$ cat config.mk
export PLATFORM = sky130hd
export DESIGN_NAME = ofd_decoder
export DESIGN_NICKNAME = d
export VERILOG_FILES = /design/src/hdl/ofd_pkg.sv /design/src/hdl/ofd_decoder.sv
export SDC_FILE = /design/constraint.sdc
export NUM_CORES = 1
export LEC_CHECK = 0
export BUFFER_PORTS_ARGS = -buffer_cell sky130_fd_sc_hd__buf_2
export CORE_UTILIZATION = 45
export CTS_CLUSTER_SIZE = 8
export DETAILED_ROUTE_END_ITERATION = 8
export HOLD_SLACK_MARGIN = 0.15
export PLACE_DENSITY = 0.77
export SETUP_SLACK_MARGIN = 0.1
export SYNTH_ARGS = -nofsm -noshare
export SYNTH_HDL_FRONTEND = slang
export SYNTH_SLANG_ARGS = --single-unit
$ cat constraint.sdc
create_clock -name CLK_SYS -period 3.2 [get_ports CLK_SYS]
set_input_delay 0.32 -clock CLK_SYS [delete_from_list [all_inputs] [get_ports CLK_SYS]]
set_output_delay 0.32 -clock CLK_SYS [all_outputs]
set_load 0.005 [all_outputs]
$ cat src/hdl/ofd_pkg.sv
// Constants and types for the opcode field decoder
// Operation
// - size field 00 byte, 01 word, 11 double
// - float type 1 is 32-bit, 0 is 64-bit
// - custom type 1 double word, 0 quad word
// - codes 0000-1001 test one flag, paired
// - codes 1010-1101 combine two flags
// - code 1110 always true, 1111 always false
// - quick value is signed 4-bit, sign-extended
// - short field is condition or dedicated register
// - dedicated register selector map, rest reserved
// - translation register selector map, rest reserved
// - jump group traps on XXX1 and 1000
// - string group traps on 1XXX and 01XX
package ofd_pkg;
    localparam logic [1:0] SIZE_BYTE   = 2'h0;
    localparam logic [1:0] SIZE_WORD   = 2'h1;
    localparam logic [1:0] SIZE_DOUBLE = 2'h3;
    localparam logic [1:0] WIDTH_8     = 2'h0;
    localparam logic [1:0] WIDTH_16    = 2'h1;
    localparam logic [1:0] WIDTH_32    = 2'h2;
    localparam logic [1:0] WIDTH_64    = 2'h3;
    // Role of the short field
    localparam logic [1:0] ROLE_QUICK  = 2'h0;
    localparam logic [1:0] ROLE_COND   = 2'h1;
    localparam logic [1:0] ROLE_AREG   = 2'h2;
    // Opcode groups presented by the prefetch path
    localparam logic [2:0] GRP_NONE    = 3'h0;
    localparam logic [2:0] GRP_QUICK   = 3'h1;
    localparam logic [2:0] GRP_SETCOND = 3'h2;
    localparam logic [2:0] GRP_PREG    = 3'h3;
    localparam logic [2:0] GRP_MREG    = 3'h4;
    localparam logic [2:0] GRP_JUMP    = 3'h5;
    localparam logic [2:0] GRP_STRING  = 3'h6;
    // Dedicated register selector codes
    localparam logic [3:0] AREG_ALT_SP = 4'h0;
    localparam logic [3:0] AREG_FRAME  = 4'h8;
    localparam logic [3:0] AREG_STACK  = 4'h9;
    localparam logic [3:0] AREG_STATIC = 4'hA;
    localparam logic [3:0] AREG_STATUS = 4'hD;
    localparam logic [3:0] AREG_INTTAB = 4'hE;
    localparam logic [3:0] AREG_LINK   = 4'hF;
    // Translation register selector codes
    localparam logic [3:0] MREG_BRK0   = 4'h0;
    localparam logic [3:0] MREG_BRK1   = 4'h1;
    localparam logic [3:0] MREG_STATUS = 4'hA;
    localparam logic [3:0] MREG_BCOUNT = 4'hB;
    localparam logic [3:0] MREG_PTR0   = 4'hC;
    localparam logic [3:0] MREG_PTR1   = 4'hD;
    localparam logic [3:0] MREG_ERRADR = 4'hF;
    localparam logic [3:0] JUMP_BAD    = 4'h8;
    // Register port map and interrupt bits
    localparam logic [1:0] REG_STATUS  = 2'h0;
    localparam logic [1:0] REG_MASK    = 2'h1;
    localparam logic [1:0] REG_COUNT   = 2'h2;
    localparam int         EVT_TRAP    = 0;
    localparam int         EVT_RSVD    = 1;
    localparam logic [1:0] EVT_RESET   = 2'h0;
    localparam logic [1:0] MASK_RESET  = 2'h0;
endpackage : ofd_pkg

$ cat src/hdl/ofd_decoder.sv
// Opcode field decoder: sizes, conditions, short field, selectors, undefined traps
`timescale 1ns/1ps
module ofd_decoder
    import ofd_pkg::*;
(
    // Clock and reset
    input  wire logic        CLK_SYS,
    input  wire logic        RST_N,
    // Fields from the prefetch path
    input  wire logic        INSTR_VALID,
    input  wire logic [2:0]  INSTR_GROUP,
    input  wire logic [3:0]  INSTR_OPCODE,
    input  wire logic [3:0]  SHORT_FIELD,
    input  wire logic [3:0]  COND_FIELD,
    input  wire logic [1:0]  INT_SIZE,
    input  wire logic        FLOAT_TYPE,
    input  wire logic        CUSTOM_TYPE,
    input  wire logic [4:0]  FLAGS_ZCLNF,
    // Decoded results to execution
    output logic             DEC_VALID,
    output logic             EXEC_ENABLE,
    output logic [1:0]       INT_WIDTH,
    output logic [1:0]       FLOAT_WIDTH,
    output logic [1:0]       CUSTOM_WIDTH,
    output logic             COND_TRUE,
    output logic [1:0]       SHORT_ROLE,
    output logic [31:0]      QUICK_VALUE,
    output logic [3:0]       REG_SELECT,
    output logic             REG_RESERVED,
    // Exception logic
    output logic             ILLEGAL_OPCODE_TRAP,
    // Register port
    input  wire logic [1:0]  REG_ADDR,
    input  wire logic [31:0] REG_WDATA,
    input  wire logic        REG_WR,
    input  wire logic        REG_RD,
    output logic [31:0]      REG_RDATA,
    output logic             IRQ
);

    logic        z_f, c_f, l_f, n_f, g_f;
    logic        cond_d, cond_q;
    logic [3:0]  cond_sel;
    logic        trap_d, trap_q;
    logic        rsvd_d, rsvd_q;
    logic [1:0]  iw_d, iw_q, fw_d, fw_q, cw_d, cw_q, role_d, role_q;
    logic [31:0] quick_d, quick_q;
    logic [3:0]  sel_d, sel_q;
    logic        valid_d, valid_q;
    logic [1:0]  stat_d, stat_q, mask_d, mask_q;
    logic [15:0] cnt_d, cnt_q;
    logic [31:0] rdata_d, rdata_q;

    assign {z_f, c_f, l_f, n_f, g_f} = FLAGS_ZCLNF;
    // Set-on-condition takes its code from the short field
    assign cond_sel = (INSTR_GROUP == GRP_SETCOND) ? SHORT_FIELD : COND_FIELD;

    always_comb begin
        case (cond_sel)
            4'h0: cond_d = z_f;
            4'h1: cond_d = !z_f;
            4'h2: cond_d = c_f;
            4'h3: cond_d = !c_f;
            4'h4: cond_d = l_f;
            4'h5: cond_d = !l_f;
            4'h6: cond_d = n_f;
            4'h7: cond_d = !n_f;
            4'h8: cond_d = g_f;
            4'h9: cond_d = !g_f;
            4'hA: cond_d = !l_f && !z_f;
            4'hB: cond_d = l_f || z_f;
            4'hC: cond_d = !n_f && !z_f;
            4'hD: cond_d = n_f || z_f;
            4'hE: cond_d = 1'b1;
            default: cond_d = 1'b0;
        endcase
    end

    always_comb begin
        case (INT_SIZE)
            SIZE_BYTE:   iw_d = WIDTH_8;
            SIZE_WORD:   iw_d = WIDTH_16;
            SIZE_DOUBLE: iw_d = WIDTH_32;
            default:     iw_d = WIDTH_32;
        endcase
        fw_d = FLOAT_TYPE ? WIDTH_32 : WIDTH_64;
        cw_d = CUSTOM_TYPE ? WIDTH_32 : WIDTH_64;
        // Quick value extended to the operand size; upper bits zero beyond it
        case (iw_d)
            WIDTH_8:  quick_d = {24'h000000, {4{SHORT_FIELD[3]}}, SHORT_FIELD};
            WIDTH_16: quick_d = {16'h0000, {12{SHORT_FIELD[3]}}, SHORT_FIELD};
            default:  quick_d = {{28{SHORT_FIELD[3]}}, SHORT_FIELD};
        endcase
    end

    always_comb begin
        role_d = ROLE_QUICK;
        sel_d  = 4'h0;
        rsvd_d = 1'b0;
        trap_d = 1'b0;
        case (INSTR_GROUP)
            GRP_SETCOND: role_d = ROLE_COND;
            GRP_PREG: begin
                role_d = ROLE_AREG;
                sel_d  = SHORT_FIELD;
                case (SHORT_FIELD)
                    AREG_ALT_SP, AREG_FRAME, AREG_STACK, AREG_STATIC,
                    AREG_STATUS, AREG_INTTAB, AREG_LINK: rsvd_d = 1'b0;
                    default: rsvd_d = 1'b1;
                endcase
            end
            GRP_MREG: begin
                role_d = ROLE_AREG;
                sel_d  = SHORT_FIELD;
                case (SHORT_FIELD)
                    MREG_BRK0, MREG_BRK1, MREG_STATUS, MREG_BCOUNT,
                    MREG_PTR0, MREG_PTR1, MREG_ERRADR: rsvd_d = 1'b0;
                    default: rsvd_d = 1'b1;
                endcase
            end
            GRP_JUMP:   trap_d = INSTR_OPCODE[0] || (INSTR_OPCODE == JUMP_BAD);
            GRP_STRING: trap_d = INSTR_OPCODE[3] || (INSTR_OPCODE[3:2] == 2'h1);
            default: ;
        endcase
        trap_d  = trap_d && INSTR_VALID;
        valid_d = INSTR_VALID;
    end

    // Register port: status clears on read, but a new event in the same cycle wins
    always_comb begin
        stat_d = stat_q;
        if (REG_RD && REG_ADDR == REG_STATUS)
            stat_d = 2'h0;
        if (trap_q)
            stat_d[EVT_TRAP] = 1'b1;
        if (valid_q && rsvd_q)
            stat_d[EVT_RSVD] = 1'b1;
        mask_d = (REG_WR && REG_ADDR == REG_MASK) ? REG_WDATA[1:0] : mask_q;
        cnt_d  = (REG_WR && REG_ADDR == REG_COUNT) ? REG_WDATA[15:0] : cnt_q + 16'(trap_q);
        case (REG_ADDR)
            REG_STATUS: rdata_d = {30'h0, stat_q};
            REG_MASK:   rdata_d = {30'h0, mask_q};
            REG_COUNT:  rdata_d = {16'h0, cnt_q};
            default:    rdata_d = 32'h0;
        endcase
        if (!REG_RD)
            rdata_d = 32'h0;
    end

    always_ff @(posedge CLK_SYS) begin
        if (!RST_N) begin
            cond_q  <= 1'b0;
            trap_q  <= 1'b0;
            rsvd_q  <= 1'b0;
            iw_q    <= WIDTH_8;
            fw_q    <= WIDTH_8;
            cw_q    <= WIDTH_8;
            role_q  <= ROLE_QUICK;
            quick_q <= 32'h0;
            sel_q   <= 4'h0;
            valid_q <= 1'b0;
            stat_q  <= EVT_RESET;
            mask_q  <= MASK_RESET;
            cnt_q   <= 16'h0;
            rdata_q <= 32'h0;
        end else begin
            cond_q  <= cond_d;
            trap_q  <= trap_d;
            rsvd_q  <= rsvd_d;
            iw_q    <= iw_d;
            fw_q    <= fw_d;
            cw_q    <= cw_d;
            role_q  <= role_d;
            quick_q <= quick_d;
            sel_q   <= sel_d;
            valid_q <= valid_d;
            stat_q  <= stat_d;
            mask_q  <= mask_d;
            cnt_q   <= cnt_d;
            rdata_q <= rdata_d;
        end
    end

    assign DEC_VALID           = valid_q;
    // Execution is withheld in the same cycle the trap is flagged, so no operand is touched
    assign EXEC_ENABLE         = valid_q && !trap_q;
    assign ILLEGAL_OPCODE_TRAP = trap_q;
    assign INT_WIDTH           = iw_q;
    assign FLOAT_WIDTH         = fw_q;
    assign CUSTOM_WIDTH        = cw_q;
    assign COND_TRUE           = cond_q;
    assign SHORT_ROLE          = role_q;
    assign QUICK_VALUE         = quick_q;
    assign REG_SELECT          = sel_q;
    assign REG_RESERVED        = rsvd_q;
    assign REG_RDATA           = rdata_q;
    assign IRQ                 = |(stat_q & mask_q);

    // The edge that releases reset still clears the flops, so antecedents also need RST_N sampled high
    a_cond_always: assert property (@(posedge CLK_SYS) disable iff (!RST_N)
        RST_N && cond_sel == 4'hE |=> COND_TRUE)
        else $error("always-true code not true");
    a_cond_never: assert property (@(posedge CLK_SYS) disable iff (!RST_N)
        RST_N && cond_sel == 4'hF |=> !COND_TRUE)
        else $error("always-false code true");
    a_cond_lower: assert property (@(posedge CLK_SYS) disable iff (!RST_N)
        RST_N && cond_sel == 4'hA |=> COND_TRUE == (!$past(l_f) && !$past(z_f)))
        else $error("lower wrong");
    a_cond_higher: assert property (@(posedge CLK_SYS) disable iff (!RST_N)
        RST_N && cond_sel == 4'hB |=> COND_TRUE == ($past(l_f) || $past(z_f)))
        else $error("higher or same wrong");
    a_cond_less: assert property (@(posedge CLK_SYS) disable iff (!RST_N)
        RST_N && cond_sel == 4'hC |=> COND_TRUE == (!$past(n_f) && !$past(z_f)))
        else $error("less than wrong");
    a_cond_greater: assert property (@(posedge CLK_SYS) disable iff (!RST_N)
        RST_N && cond_sel == 4'hD |=> COND_TRUE == ($past(n_f) || $past(z_f)))
        else $error("greater or equal wrong");
    a_cond_equal: assert property (@(posedge CLK_SYS) disable iff (!RST_N)
        RST_N && cond_sel == 4'h0 |=> COND_TRUE == $past(z_f))
        else $error("equal wrong");
    a_cond_carry: assert property (@(posedge CLK_SYS) disable iff (!RST_N)
        RST_N && cond_sel == 4'h2 |=> COND_TRUE == $past(c_f))
        else $error("carry set wrong");
    a_cond_flag_clear: assert property (@(posedge CLK_SYS) disable iff (!RST_N)
        RST_N && cond_sel == 4'h9 |=> COND_TRUE == !$past(g_f))
        else $error("flag clear wrong");
    a_size_double: assert property (@(posedge CLK_SYS) disable iff (!RST_N)
        RST_N && INT_SIZE == SIZE_DOUBLE |=> INT_WIDTH == WIDTH_32)
        else $error("double size wrong");
    a_size_byte: assert property (@(posedge CLK_SYS) disable iff (!RST_N)
        RST_N && INT_SIZE == SIZE_BYTE |=> INT_WIDTH == WIDTH_8)
        else $error("byte size wrong");
    a_size_word: assert property (@(posedge CLK_SYS) disable iff (!RST_N)
        RST_N && INT_SIZE == SIZE_WORD |=> INT_WIDTH == WIDTH_16)
        else $error("word size wrong");
    a_float_width: assert property (@(posedge CLK_SYS) disable iff (!RST_N)
        RST_N |=> FLOAT_WIDTH == ($past(FLOAT_TYPE) ? WIDTH_32 : WIDTH_64))
        else $error("float width");
    a_custom_width: assert property (@(posedge CLK_SYS) disable iff (!RST_N)
        RST_N && !CUSTOM_TYPE |=> CUSTOM_WIDTH == WIDTH_64)
        else $error("custom width");
    a_custom_double: assert property (@(posedge CLK_SYS) disable iff (!RST_N)
        RST_N && CUSTOM_TYPE |=> CUSTOM_WIDTH == WIDTH_32)
        else $error("custom double width");
    a_quick_sign: assert property (@(posedge CLK_SYS) disable iff (!RST_N)
        RST_N && INT_SIZE == SIZE_DOUBLE && SHORT_FIELD == 4'hF |=> QUICK_VALUE == 32'hFFFFFFFF)
        else $error("quick sign");
    a_quick_byte: assert property (@(posedge CLK_SYS) disable iff (!RST_N)
        RST_N && INT_SIZE == SIZE_BYTE && SHORT_FIELD == 4'h8 |=> QUICK_VALUE == 32'h000000F8)
        else $error("quick byte extension");
    a_quick_word: assert property (@(posedge CLK_SYS) disable iff (!RST_N)
        RST_N && INT_SIZE == SIZE_WORD && SHORT_FIELD == 4'h8 |=> QUICK_VALUE == 32'h0000FFF8)
        else $error("quick word extension");
    a_quick_positive: assert property (@(posedge CLK_SYS) disable iff (!RST_N)
        RST_N && !SHORT_FIELD[3] |=> QUICK_VALUE == {28'h0000000, $past(SHORT_FIELD)})
        else $error("quick positive value");
    a_quick_role: assert property (@(posedge CLK_SYS) disable iff (!RST_N)
        RST_N && INSTR_GROUP == GRP_QUICK |=> SHORT_ROLE == ROLE_QUICK)
        else $error("quick role");
    a_setcond_role: assert property (@(posedge CLK_SYS) disable iff (!RST_N)
        RST_N && INSTR_GROUP == GRP_SETCOND |=> SHORT_ROLE == ROLE_COND)
        else $error("role");
    a_areg_rsvd: assert property (@(posedge CLK_SYS) disable iff (!RST_N)
        RST_N && INSTR_GROUP == GRP_PREG && SHORT_FIELD == 4'hB |=> REG_RESERVED && SHORT_ROLE == ROLE_AREG)
        else $error("reserved areg");
    a_areg_map: assert property (@(posedge CLK_SYS) disable iff (!RST_N)
        RST_N && INSTR_GROUP == GRP_PREG && SHORT_FIELD == AREG_STATUS |=> !REG_RESERVED && REG_SELECT == AREG_STATUS)
        else $error("status areg");
    a_mreg_ok: assert property (@(posedge CLK_SYS) disable iff (!RST_N)
        RST_N && INSTR_GROUP == GRP_MREG && SHORT_FIELD == MREG_ERRADR |=> !REG_RESERVED)
        else $error("mreg");
    a_mreg_rsvd: assert property (@(posedge CLK_SYS) disable iff (!RST_N)
        RST_N && INSTR_GROUP == GRP_MREG && SHORT_FIELD == 4'hE |=> REG_RESERVED && SHORT_ROLE == ROLE_AREG)
        else $error("reserved mreg");
    a_jump_trap: assert property (@(posedge CLK_SYS) disable iff (!RST_N)
        RST_N && INSTR_VALID && INSTR_GROUP == GRP_JUMP && INSTR_OPCODE[0] |=> ILLEGAL_OPCODE_TRAP)
        else $error("jump trap missed");
    a_jump_bad: assert property (@(posedge CLK_SYS) disable iff (!RST_N)
        RST_N && INSTR_VALID && INSTR_GROUP == GRP_JUMP && INSTR_OPCODE == JUMP_BAD |=> ILLEGAL_OPCODE_TRAP)
        else $error("jump opcode eight missed");
    a_jump_ok: assert property (@(posedge CLK_SYS) disable iff (!RST_N)
        RST_N && INSTR_VALID && INSTR_GROUP == GRP_JUMP && !INSTR_OPCODE[0] && INSTR_OPCODE != JUMP_BAD
        |=> !ILLEGAL_OPCODE_TRAP) else $error("valid jump trapped");
    a_string_ok: assert property (@(posedge CLK_SYS) disable iff (!RST_N)
        RST_N && INSTR_VALID && INSTR_GROUP == GRP_STRING |=> ILLEGAL_OPCODE_TRAP == ($past(INSTR_OPCODE) > 4'h3))
        else $error("string trap wrong");
    a_trap_blocks: assert property (@(posedge CLK_SYS) disable iff (!RST_N)
        ILLEGAL_OPCODE_TRAP |-> !EXEC_ENABLE)
        else $error("trapped op executed");
    a_trap_idle: assert property (@(posedge CLK_SYS) disable iff (!RST_N)
        RST_N && !INSTR_VALID |=> !ILLEGAL_OPCODE_TRAP && !EXEC_ENABLE)
        else $error("idle cycle trapped or executed");
    // Register port and interrupt state
    a_trap_status: assert property (@(posedge CLK_SYS) disable iff (!RST_N)
        RST_N && ILLEGAL_OPCODE_TRAP |=> stat_q[EVT_TRAP])
        else $error("trap not recorded");
    a_status_sticky: assert property (@(posedge CLK_SYS) disable iff (!RST_N)
        RST_N && stat_q[EVT_TRAP] && !(REG_RD && REG_ADDR == REG_STATUS) |=> stat_q[EVT_TRAP])
        else $error("trap status lost");
    a_count_trap: assert property (@(posedge CLK_SYS) disable iff (!RST_N)
        RST_N && ILLEGAL_OPCODE_TRAP && !(REG_WR && REG_ADDR == REG_COUNT) |=> cnt_q == $past(cnt_q) + 16'h1)
        else $error("trap count not advanced");
    a_rdata_idle: assert property (@(posedge CLK_SYS) disable iff (!RST_N)
        RST_N && !REG_RD |=> REG_RDATA == 32'h0)
        else $error("read data without read");
    a_unmapped_read: assert property (@(posedge CLK_SYS) disable iff (!RST_N)
        RST_N && REG_RD && REG_ADDR == 2'h3 |=> REG_RDATA == 32'h0)
        else $error("unmapped read not zero");
    c_trap: cover property (@(posedge CLK_SYS) disable iff (!RST_N) ILLEGAL_OPCODE_TRAP);
    c_exec: cover property (@(posedge CLK_SYS) disable iff (!RST_N) EXEC_ENABLE && COND_TRUE);
    c_irq:  cover property (@(posedge CLK_SYS) disable iff (!RST_N) IRQ);
    c_rsvd: cover property (@(posedge CLK_SYS) disable iff (!RST_N) DEC_VALID && REG_RESERVED);
    c_neg:  cover property (@(posedge CLK_SYS) disable iff (!RST_N) DEC_VALID && QUICK_VALUE[31]);

endmodule : ofd_decoder

**After elaboration in Yosys (flattened, before gate mapping)**

Cells that the tools add are included.

- $add $sub $neg: 1
- Equal/unequal tests: 34
- Mux-type cells: 16
- Bitwise operators: 1
- Reductions and logical operators: 31

Operators with widths:

| operator | number |
|---|---|
| 4-bit equality test, second input constant | 16 |
| 32-bit one-hot mux with 2 select lines | 1 |
| 16-bit one-hot mux with 3 select lines | 1 |
| 16-bit by 1-bit adder with 16-bit output | 1 |
| 4-bit by 3-bit equality test with 1-bit output, second input constant | 4 |
| 16-bit two-way mux | 1 |
| 1-bit one-hot mux with 15 select lines | 1 |
| 7-bit OR reduction | 2 |
| 3-bit equality test, second input constant | 3 |
| 2-bit by 1-bit equality test with 1-bit output, second input constant | 4 |
| 4-bit by 1-bit equality test with 1-bit output, second input constant | 2 |
| 4-bit by 2-bit equality test with 1-bit output, second input constant | 2 |
| 1-bit logical AND | 8 |
| 4-bit logical NOT | 2 |
| 2-bit one-hot mux with 2 select lines | 2 |
| 3-bit by 2-bit equality test with 1-bit output, second input constant | 2 |
| 1-bit logical NOT | 6 |
| 2-bit logical NOT | 3 |
| 1-bit two-way mux | 6 |
| 1-bit logical OR | 4 |
| 4-bit two-way mux | 1 |
| 1-bit one-hot mux with 2 select lines | 2 |
| 2-bit AND reduction | 2 |
| 2-bit nonzero test | 2 |
| 4 further kinds | 5 |

- Register bits: 100
- Input bits: 63
- Output and inout bits: 82

**Depth between registers and ports, before layout**

- Depth after elaboration: 4
- Depth in mapped cells: 7

**Least setup slack after synthesis**

OpenSTA, ideal clock, no wires.

- Path kind: input -> register
- Start point: input port INSTR_GROUP[0]
- End point: register cond_q (netlist: COND_TRUE)
- Library setup time: 0.126 ns
- Arrival: 1.849 ns
- Path slack: 1.224 ns
- Stages on the path: 6
- Path buffers: 1
- Cell sequence: or3b_1 buf_6 mux2_4 or4_1 a32oi_1 a31oi_1

- Word-level cells in the longest chain between the ends: 4
- Elaborated cells on any way between the ends: 18

RTL lines:

| element | line | text |
|---|---|---|
| start: declaration | ofd_decoder.sv:11 | `input wire logic [2:0] INSTR_GROUP,` |
| 3-bit by 2-bit equality test with 1-bit output * | ofd_decoder.sv:56 | `assign cond_sel = (INSTR_GROUP == GRP_SETCOND) ? SHORT_FIELD : COND_FIELD;` |
| 4-bit two-way mux * | ofd_decoder.sv:56 |  |
| 4-bit equality test, or another cell as far along | ofd_decoder.sv:59 | `case (cond_sel)` |
| 1-bit one-hot mux with 15 select lines * | ofd_decoder.sv:59 |  |
| end signal: assignment | ofd_decoder.sv:167 | `cond_q <= cond_d;` |
| end: declaration | ofd_decoder.sv:42 | `logic cond_d, cond_q;` |

Mark *: on every way between the ends. The rest lies on a longest branch, timed or not.
A chain may end at the register's enable or synchronous reset.

**Worst setup path after layout**

- Start point: register trap_q (netlist: ILLEGAL_OPCODE_TRAP)
- End point: register cnt_q[14]

- Word-level cells in the longest chain between the ends: 2

RTL lines:

| element | line | text |
|---|---|---|
| start: declaration | ofd_decoder.sv:44 | `logic trap_d, trap_q;` |
| start signal: assignment | ofd_decoder.sv:168 | `trap_q <= trap_d;` |
| 16-bit by 1-bit adder with 16-bit output | ofd_decoder.sv:139 | `cnt_d = (REG_WR && REG_ADDR == REG_COUNT) ? REG_WDATA[15:0] : cnt_q + 16'(trap_q);` |
| 16-bit two-way mux | ofd_decoder.sv:139 |  |
| end signal: assignment | ofd_decoder.sv:179 | `cnt_q <= cnt_d;` |
| end: declaration | ofd_decoder.sv:51 | `logic [15:0] cnt_d, cnt_q;` |

No other way between the ends.

==> results by group <==
Cells and area
  – FF/Latch Area: 1140 sq um
  – Leading cell types in the layout, fill and taps excluded: buf_2 (112), dfxtp_1 (57), nor2_1 (37), and2_1 (21), a211oi_1 (18)
  – Most common library cell in the layout ignoring fill and taps: buf_2
  – Layout cell share with drive strength beyond 1: 32.1%
  – Cell area after layout: 3450 sq um
  – Count of filler cells inserted in the layout: 625
  – Ant diodes: 0
  – Signed area change from the synthesized netlist to the final layout: 17.7%
  – Multi-input logic area: 1410 sq um
  – Number of nets in the layout: 484

Worst setup path
  – CP endpoint kind: flop
  – Path depth of the worst reg2reg path: 7
  – Kind of start point of the critical path: flop
  – Critical-path maximum fanout: 4
  – Arrival time reported for the critical path endpoint: 2.38 ns
  – R2r startpoint: ILLEGAL_OPCODE_TRAP
  – R2R Setup Slk: 1.06 ns
  – End of the worst register-to-register path: cnt_q[14]
  – Required arrival time at the worst endpoint: 3.44 ns
  – CP Class: reg2reg

Power
  – Power after layout: 1.52 mW
  – Switching share of power: 27.4%
  – Logic gate share of total power: 12.6%
  – Max IR drop VDD: 0.308 mV
  – Power per Cell Area: 441 nW/um^2
  – Seq pwr share: 49.5%
  – Share of total power in the clock network: 37.9%
  – Cell-internal power: 1.10 mW
  – Switching power: 418 uW
  – Pleak: 1.63 nW

Yosys
  – Parity-gate share of the synthesized area counting xor and xnor cells: 5.38%
  – Proportion of synthesized chip area in sequential cells: 38.9%
  – Fraction of synthesized area in multiplexers: 4.69%
  – Main combinational cell family by area after synthesis: simple AND/OR/NAND/NOR gates
  – Number of distinct standard cells referenced by the synthesized netlist: 49
  – Number of enable-type register cells in the synthesized netlist: 0
  – Number of instances in the synthesized netlist: 335
  – Ys flop type: dfxtp_1
  – Netlist area before placement: 2930 sq um
  – Count of state elements after synthesis: 57
  – Dominant cell type by area after synthesis: dfxtp_1
  – Top cells by area in the synthesized netlist: dfxtp_1 (39%), buf_4 (11%), nor2_1 (4.7%)
  – Fraction of post-synthesis cell area in the top cell type by area: 38.9%
  – Synthesis warning total: 0
  – Synthesized area per cell: 8.75 sq um
  – Synthesized-area fraction occupied by ao, oa, aoi and oai cells: 13.2%
  – Arithmetic-cell share of the synthesized area counting full adders, half adders and majority gates: 0.854%
  – Simple-gate share of the synthesized area: 21.6%
  – Fraction of synthesis flops using an asynchronous set or reset pin: 0%

STA
  – Setup violators final: 0
  – Final hold viol count: 0
  – Total count of max-transition violations in the final report: 0
  – Worst clock skew: 0.00877 ns
  – Final TNS setup: 0 ns
  – Share of the clock period used by the worst path: 66.8%
  – Setup repair after global routing missed its margin: no
  – Highest attainable clock frequency: 468 MHz
  – Hold WS: 0.180 ns
  – Final critical-path required period: 2.14 ns

CTS
  – Number of buffers inserted during clock tree synthesis: 9
  – Buffers inserted during post-CTS setup optimization: 0
  – Clk slew on worst S/H paths: 0.07 ns
  – Gates resized, CTS repair: 0
  – Clock latency on the worst-skew pair: 0.34 ns
  – TritonCTS clock tree: built
  – Number of buffers inserted by hold repair at cts: 2
  – H-tree levels: 3
  – CTS sink count: 57
  – Buffers from clock root to sink, at most: 2
  – Clock Root Buffer: clkbuf_8

Global routing
  – First-pass GRT wire length: 9800 microns
  – Maximum number of pins on one net before global-route repair: 31
  – Vias in the first global route: 2239
  – Initial antenna violation count: 0
  – Total grt overflow: 0
  – GR Util All Layers: 19.4%

Floorplanning
  – CORE AREA: 6310 sq um
  – Number of rows in the core area: 29
  – Area of the die: 6840 sq um
  – Initial Util: 46.4%
  – Die Y: 82.7 microns
  – Chip Width: 82.7 microns
  – Number of top-level design ports: 145

Route
  – Met2 routed wirelength: 3290 microns
  – Post-DR vias/cell: 5.01
  – DR vias: 2509
  – Count of routing violations after the opening detailed-route iteration: 72
  – Total met3 wirelength after detailed routing: 376 microns
  – Remaining design rule violation count: 0
  – Highest metal used: met4
  – Number of iterations in the first detailed-routing pass: 7
  – Total Routed Length: 6380 microns
  – Routed len/inst: 12.7 microns
  – WL met1: 2610 microns
  – Number of nets still failing antenna checks after routing: 0

Place
  – GPL Wtd Cong: 0.959
  – Port buffer count: 112
  – Post-Place Cell Area: 3260 sq um
  – Half-perimeter wire length after detailed placement: 4670 microns

Run
  – Max cap viols: 0

Run status
  – Run status: finished clean

Worst hold path
  – Worst hold path class: in2reg
  – Worst hold path depth: 2
  – Endpoint of the worst hold-timing path: INT_WIDTH[0]
  – Launch instance of the worst min-delay path: INT_SIZE[1]
## power groups by stage
stage | logic, mW | registers (mW) | clock network, mW
floorplan | 0.140 | 0.769 | 0
global placement | 0.185 | 0.768 | 0
detailed placement | 0.190 | 0.770 | 0
CTS | 0.193 | 0.754 | 0.591
global route | 0.217 | 0.758 | 0.619
finish | 0.192 | 0.754 | 0.576
## through the flow
stage | utilization [%] | worst slack [ns] | instances
after floorplan | - | 1.22 | 350
after global placement | 51.6 | 0.975 | 483
after detailed placement | 51.6 | 0.906 | 483
after CTS | 54.7 | 1.05 | 501
after global routing | 54.7 | 0.851 | 501
final | 54.7 | 1.06 | 501
## state kept, by name, indices dropped and copies added, names as in the netlist
register	count
FLOAT_WIDTH	2
REG_RDATA	16
REG_RESERVED	1
CUSTOM_WIDTH	1
stat_q	2
cnt_q	16
REG_SELECT	4
mask_q	2
DEC_VALID	1
SHORT_ROLE	2
QUICK_VALUE	6
ILLEGAL_OPCODE_TRAP	1
INT_WIDTH	2
COND_TRUE	1
## metal layers
layer / vias to the layer above / global-route usage [%]
met5: - / 0
met3: 10 / 4.73
met1: 1144 / 20.8
li1: 1270 / -
met2: 85 / 34.2
met4: 0 / 11.4
## area by class of cell
class | instances | area share [%]
Clock inverter | 6 | 1.31
Multi-Input combinational cell | 227 | 40.8
Sequential cell | 57 | 33.1
Inverter | 6 | 0.653
Timing Repair Buffer | 118 | 17.7
Tap cell | 77 | 2.79
Clock buffer | 10 | 3.70
## critical path: stages, from the launching register on
cell,delay [ns]
dfxtp_1,0.39
ha_1,0.25
ha_1,0.24
nand3_1,0.13
nor4_1,0.48
nand3_1,0.15
xor2_1,0.17
a211oi_1,0.25
## worst max-delay path by stage
stage | startpoint | end | slack, ns | cells after the start
2_1_floorplan | INSTR_GROUP[0] | COND_TRUE | 1.22 | 6
3_3_place_gp | INSTR_GROUP[0] | COND_TRUE | 0.98 | 6
3_5_place_dp | INSTR_GROUP[0] | COND_TRUE | 0.91 | 6
4_1_cts | ILLEGAL_OPCODE_TRAP | cnt_q[14] | 1.05 | 7
5_1_grt | ILLEGAL_OPCODE_TRAP | cnt_q[14] | 0.85 | 7
6_report | ILLEGAL_OPCODE_TRAP | cnt_q[14] | 1.06 | 7
## logic make-up after synthesis
group | after synthesis
compound gates | 57
flops | 57
buf+inv | 66
other cells | 1
xor+xnor | 18
simple gates | 121
fa+ha+maj | 2
mux | 13
## cell usage after synthesis, types with 4 or more instances
master	instances
a211oi_1	18
a21oi_1	9
a31oi_1	4
and2_1	21
and3_1	4
buf_4	43
clkbuf_1	12
dfxtp_1	57
inv_1	5
mux2i_1	10
nand2_1	15
nand3_1	15
nand4_1	4
nor2_1	37
nor2b_1	5
nor3b_1	4
o21ai_0	10
xnor2_1	5
xor2_1	13
Power figures use the tool's default switching activity.
